==> src/fos_map.svh <==
`ifndef FOS_MAP_SVH
`define FOS_MAP_SVH

// Operand and shift geometry
`define FOS_WORD_W 32
`define FOS_IMM_W 8
`define FOS_AMT_W 8
`define FOS_POS_W 5
`define FOS_SMALL_MAX 32'h0000_00ff
`define FOS_SIGN_BIT 31
`define FOS_WORD_LEN 8'h20
`define FOS_LEFT_MAX 8'h1f
// Delay from request to answer, in clock cycles
`define FOS_LATENCY 1

`endif

==> src/fos_pkg.sv <==
package fos_pkg;

    // Shape of the constant expander output
    typedef enum logic [2:0] {
        FOS_CONST_SHIFTED,
        FOS_CONST_REP_02,
        FOS_CONST_REP_13,
        FOS_CONST_REP_ALL
    } fos_const_e;

    // Register shifter operations
    typedef enum logic [2:0] {
        FOS_SH_NONE,
        FOS_SH_ASR,
        FOS_SH_LSL,
        FOS_SH_LSR,
        FOS_SH_ROR,
        FOS_SH_RRX
    } fos_shift_e;

endpackage : fos_pkg

==> src/fos_operand.sv <==
`timescale 1ns/1ps
`default_nettype none
`include "fos_map.svh"

module fos_operand #(
    parameter int WORD_W = `FOS_WORD_W,
    parameter int AMT_W = `FOS_AMT_W
) (
    input wire logic clock,
    input wire logic rst_n,
    input wire logic req_valid,
    input wire logic use_constant,
    input wire logic [`FOS_IMM_W-1:0] imm_byte,
    input wire fos_pkg::fos_const_e const_kind,
    input wire logic [`FOS_POS_W-1:0] const_shift,
    input wire logic [WORD_W-1:0] shift_source_register,
    input wire fos_pkg::fos_shift_e shift_kind,
    input wire logic [AMT_W-1:0] shift_amount,
    input wire logic flag_setting,
    input wire logic carry_in,
    output logic out_valid,
    output logic [WORD_W-1:0] flexible_second_operand,
    output logic carry_out,
    output logic carry_written
);

    initial begin
        if (WORD_W != 32) begin
            $error("fos_operand: only a 32-bit word is served");
        end
        // The shifter reads all eight length bits, so no other width fits
        if (AMT_W != 8) begin
            $error("fos_operand: shift amount must be 8 bits wide");
        end
    end

    // Logical shift right; lengths of a word or more give zero
    function automatic logic [32:0] lsr_c(input logic [31:0] v,
                                          input logic [7:0] n);
        logic [63:0] wide;
        wide = {v, 32'h0000_0000} >> n;
        // Carry is the last bit shifted out, bit n-1
        if (n > `FOS_WORD_LEN) begin
            lsr_c = {1'b0, 32'h0000_0000};
        end else begin
            lsr_c = {wide[31], wide[63:32]};
        end
    endfunction : lsr_c

    // Rotate right by 0..31; carry is the new bit 31
    function automatic logic [32:0] ror_c(input logic [31:0] v,
                                          input logic [4:0] n);
        logic [63:0] wide;
        wide = {v, v} >> n;
        ror_c = {wide[31], wide[31:0]};
    endfunction : ror_c

    // Constant expander
    logic [WORD_W-1:0] const_value;
    logic const_carry_hit;
    always_comb begin
        const_value = '0;
        const_carry_hit = 1'b0;
        unique case (const_kind)
            fos_pkg::FOS_CONST_SHIFTED: begin
                const_value = {24'h00_0000, imm_byte} << const_shift;
                // Only shifted constants above 255 touch the carry
                const_carry_hit = const_value > `FOS_SMALL_MAX;
            end
            fos_pkg::FOS_CONST_REP_02: begin
                const_value = {8'h00, imm_byte, 8'h00, imm_byte};
            end
            fos_pkg::FOS_CONST_REP_13: begin
                const_value = {imm_byte, 8'h00, imm_byte, 8'h00};
            end
            fos_pkg::FOS_CONST_REP_ALL: begin
                const_value = {4{imm_byte}};
            end
            default: begin
                const_value = '0; // Illegal code yields zero, no carry
            end
        endcase
    end

    // Register shifter on a copy of the source; the source is input-only
    logic [WORD_W-1:0] src_copy;
    logic [WORD_W-1:0] sh_value;
    logic sh_carry;
    logic sh_hit;
    logic [32:0] tmp;
    logic [7:0] amt;
    assign src_copy = shift_source_register;
    always_comb begin
        amt = shift_amount[7:0];
        sh_value = src_copy;
        sh_carry = carry_in;
        sh_hit = 1'b0;
        tmp = '0;
        unique case (shift_kind)
            fos_pkg::FOS_SH_NONE: begin
                sh_value = src_copy;
            end
            fos_pkg::FOS_SH_ASR: begin
                if (amt != 8'h00) begin
                    sh_hit = 1'b1;
                    if (amt >= `FOS_WORD_LEN) begin
                        // Saturate to sign fill
                        sh_value = {32{src_copy[`FOS_SIGN_BIT]}};
                        sh_carry = src_copy[`FOS_SIGN_BIT];
                    end else begin
                        sh_value = 32'($signed(src_copy) >>> amt);
                        sh_carry = src_copy[amt[4:0] - 5'd1];
                    end
                end
            end
            fos_pkg::FOS_SH_LSL: begin
                if (amt != 8'h00) begin
                    sh_hit = 1'b1;
                    if (amt > `FOS_WORD_LEN) begin
                        sh_value = '0;
                        sh_carry = 1'b0;
                    end else begin
                        tmp = {1'b0, src_copy} << amt;
                        sh_value = tmp[31:0];
                        sh_carry = tmp[32]; // Bit 32-n of source
                    end
                end
            end
            fos_pkg::FOS_SH_LSR: begin
                if (amt != 8'h00) begin
                    sh_hit = 1'b1;
                    tmp = lsr_c(src_copy, amt);
                    sh_value = tmp[31:0];
                    sh_carry = tmp[32];
                end
            end
            fos_pkg::FOS_SH_ROR: begin
                if (amt != 8'h00) begin
                    sh_hit = 1'b1;
                    // Reduce modulo the word; 32 returns source, carry bit 31
                    tmp = ror_c(src_copy, amt[4:0]);
                    sh_value = tmp[31:0];
                    sh_carry = tmp[32];
                end
            end
            fos_pkg::FOS_SH_RRX: begin
                sh_hit = 1'b1;
                sh_value = {carry_in, src_copy[31:1]};
                sh_carry = src_copy[0];
            end
            default: begin
                sh_value = src_copy;
            end
        endcase
    end

    // Choose operand and carry; flag_setting gates every carry update
    logic [WORD_W-1:0] next_operand;
    logic next_carry;
    logic next_written;
    always_comb begin
        if (use_constant) begin
            next_operand = const_value;
            next_written = flag_setting && const_carry_hit;
            next_carry = next_written ? const_value[`FOS_SIGN_BIT] : carry_in;
        end else begin
            next_operand = sh_value;
            next_written = flag_setting && sh_hit;
            next_carry = next_written ? sh_carry : carry_in;
        end
    end

    // Output stage register: one cycle from request to answer
    logic [WORD_W+1:0] stage_q;
    fos_stage_reg #(
        .WIDTH(WORD_W + 2)
    ) u_stage (
        .clock(clock),
        .rst_n(rst_n),
        .d({next_written, next_carry, next_operand}),
        .q(stage_q)
    );
    assign flexible_second_operand = stage_q[WORD_W-1:0];
    assign carry_out = stage_q[WORD_W];
    assign carry_written = stage_q[WORD_W+1];

    // Valid follows the request by one cycle
    always_ff @(posedge clock or negedge rst_n) begin
        if (!rst_n) begin
            out_valid <= 1'b0;
        end else begin
            out_valid <= req_valid;
        end
    end

    // Zero-length register shift other than RRX must leave carry alone
    a_zero_len_carry: assert property (@(posedge clock) disable iff (!rst_n)
        (!use_constant && shift_kind != fos_pkg::FOS_SH_RRX
         && shift_amount == '0)
        |=> (!carry_written && carry_out == $past(carry_in)))
        else $error("zero-length shift changed carry");
    a_pass_through: assert property (@(posedge clock) disable iff (!rst_n)
        (!use_constant && shift_kind == fos_pkg::FOS_SH_NONE)
        |=> flexible_second_operand == $past(shift_source_register))
        else $error("unshifted operand altered");
    a_no_flag_carry: assert property (@(posedge clock) disable iff (!rst_n)
        !flag_setting |=> (!carry_written && carry_out == $past(carry_in)))
        else $error("carry written without flag setting");
    a_rrx_shape: assert property (@(posedge clock) disable iff (!rst_n)
        (!use_constant && shift_kind == fos_pkg::FOS_SH_RRX && flag_setting)
        |=> (flexible_second_operand[31] == $past(carry_in)
             && carry_out == $past(shift_source_register[0])))
        else $error("extend rotate wrong");
    a_asr_big: assert property (@(posedge clock) disable iff (!rst_n)
        (!use_constant && shift_kind == fos_pkg::FOS_SH_ASR
         && shift_amount >= 8'h20)
        |=> flexible_second_operand == {32{$past(shift_source_register[31])}})
        else $error("large arithmetic shift wrong");
    a_lsl_big: assert property (@(posedge clock) disable iff (!rst_n)
        (!use_constant && flag_setting && shift_amount > 8'h20
         && (shift_kind == fos_pkg::FOS_SH_LSL
             || shift_kind == fos_pkg::FOS_SH_LSR))
        |=> (flexible_second_operand == '0 && carry_written && !carry_out))
        else $error("long logical shift not zero");
    a_small_const: assert property (@(posedge clock) disable iff (!rst_n)
        (use_constant && (const_kind != fos_pkg::FOS_CONST_SHIFTED
         || const_value <= 32'h0000_00ff))
        |=> (!carry_written && carry_out == $past(carry_in)))
        else $error("small constant touched carry");
    a_big_const: assert property (@(posedge clock) disable iff (!rst_n)
        (use_constant && flag_setting && const_kind == fos_pkg::FOS_CONST_SHIFTED
         && const_value > 32'h0000_00ff)
        |=> (carry_written && carry_out == flexible_second_operand[31]))
        else $error("shifted constant carry wrong");
    a_ror_32: assert property (@(posedge clock) disable iff (!rst_n)
        (!use_constant && shift_kind == fos_pkg::FOS_SH_ROR
         && shift_amount == 8'h20)
        |=> flexible_second_operand == $past(shift_source_register))
        else $error("rotate by word changed value");

endmodule : fos_operand
`default_nettype wire

==> src/fos_stage_reg.sv <==
`timescale 1ns/1ps
`default_nettype none
`include "fos_map.svh"

// Output register of the operand stage; holds operand, carry_out and carry_written on a flop (out_valid has its own)
module fos_stage_reg #(
    parameter int WIDTH = 34
) (
    input wire logic clock,
    input wire logic rst_n,
    input wire logic [WIDTH-1:0] d,
    output logic [WIDTH-1:0] q
);

    initial begin
        if (WIDTH < 1) begin
            $error("fos_stage_reg: WIDTH must be positive");
        end
    end

    // Plain capture register, cleared at reset
    always_ff @(posedge clock or negedge rst_n) begin
        if (!rst_n) begin
            q <= '0;
        end else begin
            q <= d;
        end
    end

endmodule : fos_stage_reg
`default_nettype wire

==> config.mk <==
export PLATFORM = sky130hd
export DESIGN_NAME = fos_operand
export DESIGN_NICKNAME = d
export VERILOG_FILES = /design/src/fos_pkg.sv /design/src/fos_operand.sv /design/src/fos_stage_reg.sv
export VERILOG_INCLUDE_DIRS = /design/src
export SDC_FILE = /design/constraint.sdc
export NUM_CORES = 1
export LEC_CHECK = 0
export ABC_AREA = 1
export BUFFER_PORTS_ARGS = -buffer_cell sky130_fd_sc_hd__buf_4
export CORE_MARGIN = 5
export CORE_UTILIZATION = 25
export DETAILED_ROUTE_END_ITERATION = 8
export GPL_TIMING_DRIVEN = 0
export PLACE_DENSITY = 0.38
export SYNTH_ARGS = -nofsm -noshare
export SYNTH_HDL_FRONTEND = slang
export SYNTH_SLANG_ARGS = --single-unit
==> constraint.sdc <==
create_clock -name clock -period 0.8 [get_ports clock]
set_clock_uncertainty 0.1 [all_clocks]
set_input_delay 0.12 -clock clock [delete_from_list [all_inputs] [get_ports clock]]
set_output_delay 0.12 -clock clock [all_outputs]
set_load 0.01 [all_outputs]
==> results_dict.tcl <==
set metrics [dict create \
    synth.area.mux_share_pct 0.281 \
    die_h_um 217 \
    violations "hold timing, setup timing" \
    vias_per_cell 6.18 \
    clkSlewWorstSetupHoldPaths_ns 0.06 \
    slew_headroom_pct 40.5 \
    vias 18476 \
    gp_congestion 1.10 \
    status "finished, violations left" \
    ys_ff_latch 35 \
    final_hold_viol_count 35 \
    grt_max_degree 36 \
    synthSimpleGateAreaFrac_pct 61.6 \
    cts-buffers-inserted 5 \
    ys_seq_area_share_pct 8.20 \
    p_leak_nw 7.80 \
    hold_class "input pin to async pin" \
    synth_cell_types 45 \
    drive_above_1_share_pct 38.6 \
    tritoncts "built" \
    final_core_util_pct 40.9 \
    async_flop_share_pct 100 \
    finalSetupViolations 69 \
    n_fill_cell 4711 \
    path_max_fanout 10 \
    ys_top_cells_by_area "nand2_1, nand3_1, dfrtp_1" \
    cts_hold_buf 1 \
    ant_nets 0 \
    hold-worst-slack_ns -0.307 \
    routed_wl_um 96400 \
    die_w_um 217 \
    maxCapViolations 0 \
    fin_ws_ns -1.33 \
    post_synth_xor_area_fraction_pct 0.246 \
    cts_max_path_buffers 2 \
    worst_pin_slew_ns 0.892 \
    powerDensity_nw_per_um2 933 \
    grt_pass1_wl_um 132000 \
    io_buffers 95 \
    path_class "input pin to register" \
    placed_area_um2 12200 \
    num_rows 75 \
    ios 100 \
    synthAdderAreaFrac_pct 0.234 \
    postSynthCellCount 2202 \
    synth_top_area_share_pct 28.3 \
    syn2layout_area_growth_pct 61.4 \
    grt_use_total_pct 39.1 \
    max_freq_mhz 469 \
    dp_hpwl_um 75800 \
    drt_iter0_drc 2358 \
    grt_pass1_vias 17386 \
    start_kind "input pin" \
    regArea_um2 876 \
    worst_setup_path_end_kind "register" \
    overflow 0 \
    mappedNetlistArea_um2 10700 \
    yosysWarnings 0 \
    place_ws_ns -2.59 \
    rsz0062_at_grt "true" \
    syn_area_per_cell_um2 4.85 \
    synth_top_family_by_area "simple AND/OR/NAND/NOR gates" \
    drc 0 \
    post_drt_wl_per_cell_um 32.2 \
    crit_required_ns 0.92 \
    htree_num_levels 2 \
    final-max-slew-violation-count 0 \
    n_antenna_cell 0 \
    initial_utilization_pct 25.3 \
    fin_area_um2 17200 \
    synth_top_area_cell "nand2_1" \
    final_net_count 2517 \
    post-route-min-period_ns 2.13 \
    multi_input_area_um2 11200 \
    period_share_pct 267 \
    core_area_um2 42100 \
    synth_fp_nets 2269 \
    die_area_um2 46900 \
    cts.sinks 35 \
    synth_ff_type "dfrtp_1" \
    cts-root-buf "clkbuf_16" \
    synth-edff-count 0 \
    irDropWorstVdd_mv 0.620 \
    drt-pass1-iter-count 6 \
    synth_compound_area_share_pct 18.3 \
    worstPathArrival_ns 2.26 \
    grt_antenna_before_repair 1 \
]
## metal layers
| metal | global-route usage, % | share of wire, % | wire [um] |
|---|---|---|---|
| met1 | 53.3 | 41 | 39200 |
| met2 | 57.7 | 41 | 39400 |
| met3 | 7.52 | 11 | 10500 |
| met4 | 22.0 | 7.6 | 7360 |
| met5 | 0 | 0.011 | 11 |
## flip-flops by register name, summed over array words and instances, names as in the netlist
name	cells
u_stage.q	34
out_valid	1
## final timing paths
kind	startpoint	endpoint	slack, ns	cells past startpoint
worst max-delay path	shift_kind[1]	u_stage.q[19]	-1.33	11
worst min-delay path	rst_n	u_stage.q[29]	-0.31	1
max in group asynchronous	rst_n	u_stage.q[16]	0.59	1
min in group clock	flag_setting	u_stage.q[33]	0.02	3
## area by class of cell
| cell class | instances | share of cell area, % |
|---|---|---|
| timing repair buffer | 242 | 13.7 |
| buffer | 147 | 7.64 |
| inverter | 131 | 3.87 |
| clock buffer | 5 | 0.726 |
| multi-input combinational | 1888 | 64.8 |
| clock inverter | 3 | 0.254 |
| tap | 539 | 3.91 |
| sequential | 35 | 5.08 |
## stage by stage
step	hold slack, ns	power [W]	cells	TNS (ns)
floorplan	-0.276	0.00677	2202	-34.60
global placement	0.0163	0.0107	2836	-76.80
detailed placement	0.0125	0.0106	2836	-75.29
CTS	-0.293	0.0149	2964	-47.33
global route	-0.257	0.0166	2990	-50.06
finish	-0.307	0.0161	2990	-48.51
## cell usage in the layout (no fill, tap or decap), types with 16 or more instances in the layout
cell type / netlist / routed
nor2_1: 177 / 112
nand3_2: 0 / 142
nand2_1: 804 / 654
o21ai_1: 26 / 34
o21ai_4: 0 / 26
o21ai_2: 0 / 37
nand3_1: 518 / 363
nand2_2: 3 / 127
buf_12: 0 / 36
a21oi_1: 81 / 50
buf_2: 59 / 18
buf_6: 6 / 85
o22ai_1: 33 / 30
a21oi_2: 1 / 27
clkbuf_2: 0 / 21
o21ai_0: 119 / 48
inv_2: 12 / 17
dfrtp_1: 35 / 35
nor2_4: 5 / 41
nor2_2: 6 / 35
o211ai_1: 44 / 44
inv_1: 112 / 68
clkinvlp_4: 0 / 30
clkbuf_4: 0 / 16
nand2_4: 2 / 22
buf_4: 6 / 178
## logic make-up (layout without fill, tap and decap cells)
kind of cell	count (synthesis)	in the layout
mux	3	3
fa+ha+maj	2	2
flops	35	35
xor+xnor	3	3
simple gates	1541	1541
compound gates	339	339
buf+inv	279	528
## repair_timing
item,in CTS,in global routing
setup buffers,118,27
endpoints found under the setup margin,69,69
hold endpoints to repair,36,35
gates cloned,3,1
gates resized for setup,739,309
pin swaps,132,144
## cells in the mapped netlist (4+ instances only)
library cell	instances
buf_4	6
inv_2	12
nor3_1	4
clkinv_1	6
inv_1	112
a31oi_1	6
buf_6	6
o211ai_1	44
clkbuf_1	44
nand3_1	518
dfrtp_1	35
nand3b_1	4
o21ai_0	119
nor2_4	5
o221ai_1	9
buf_2	59
o21ai_1	26
a21oi_1	81
buf_1	33
nor2_2	6
nor2_1	177
nand2_1	804
nand4_1	15
o22ai_1	33
o21a_1	7
## critical path, cell delays in order
cell      delay, ns
buf_4          0.13
nor2_1         0.17
inv_1          0.15
nor2_4         0.18
clkinv_2       0.23
clkbuf_2       0.33
o211ai_1       0.60
nor2_1         0.10
nand2_1        0.09
nand2_1        0.06
nand2_1        0.08
## report_power, final
part | switching (W) | internal (W)
clock | 0.000823 | 0.00147
combinational | 0.00793 | 0.00383
sequential | 0.0000912 | 0.00195
total | 0.00884 | 0.00725
(Power assumes the default switching activity.)
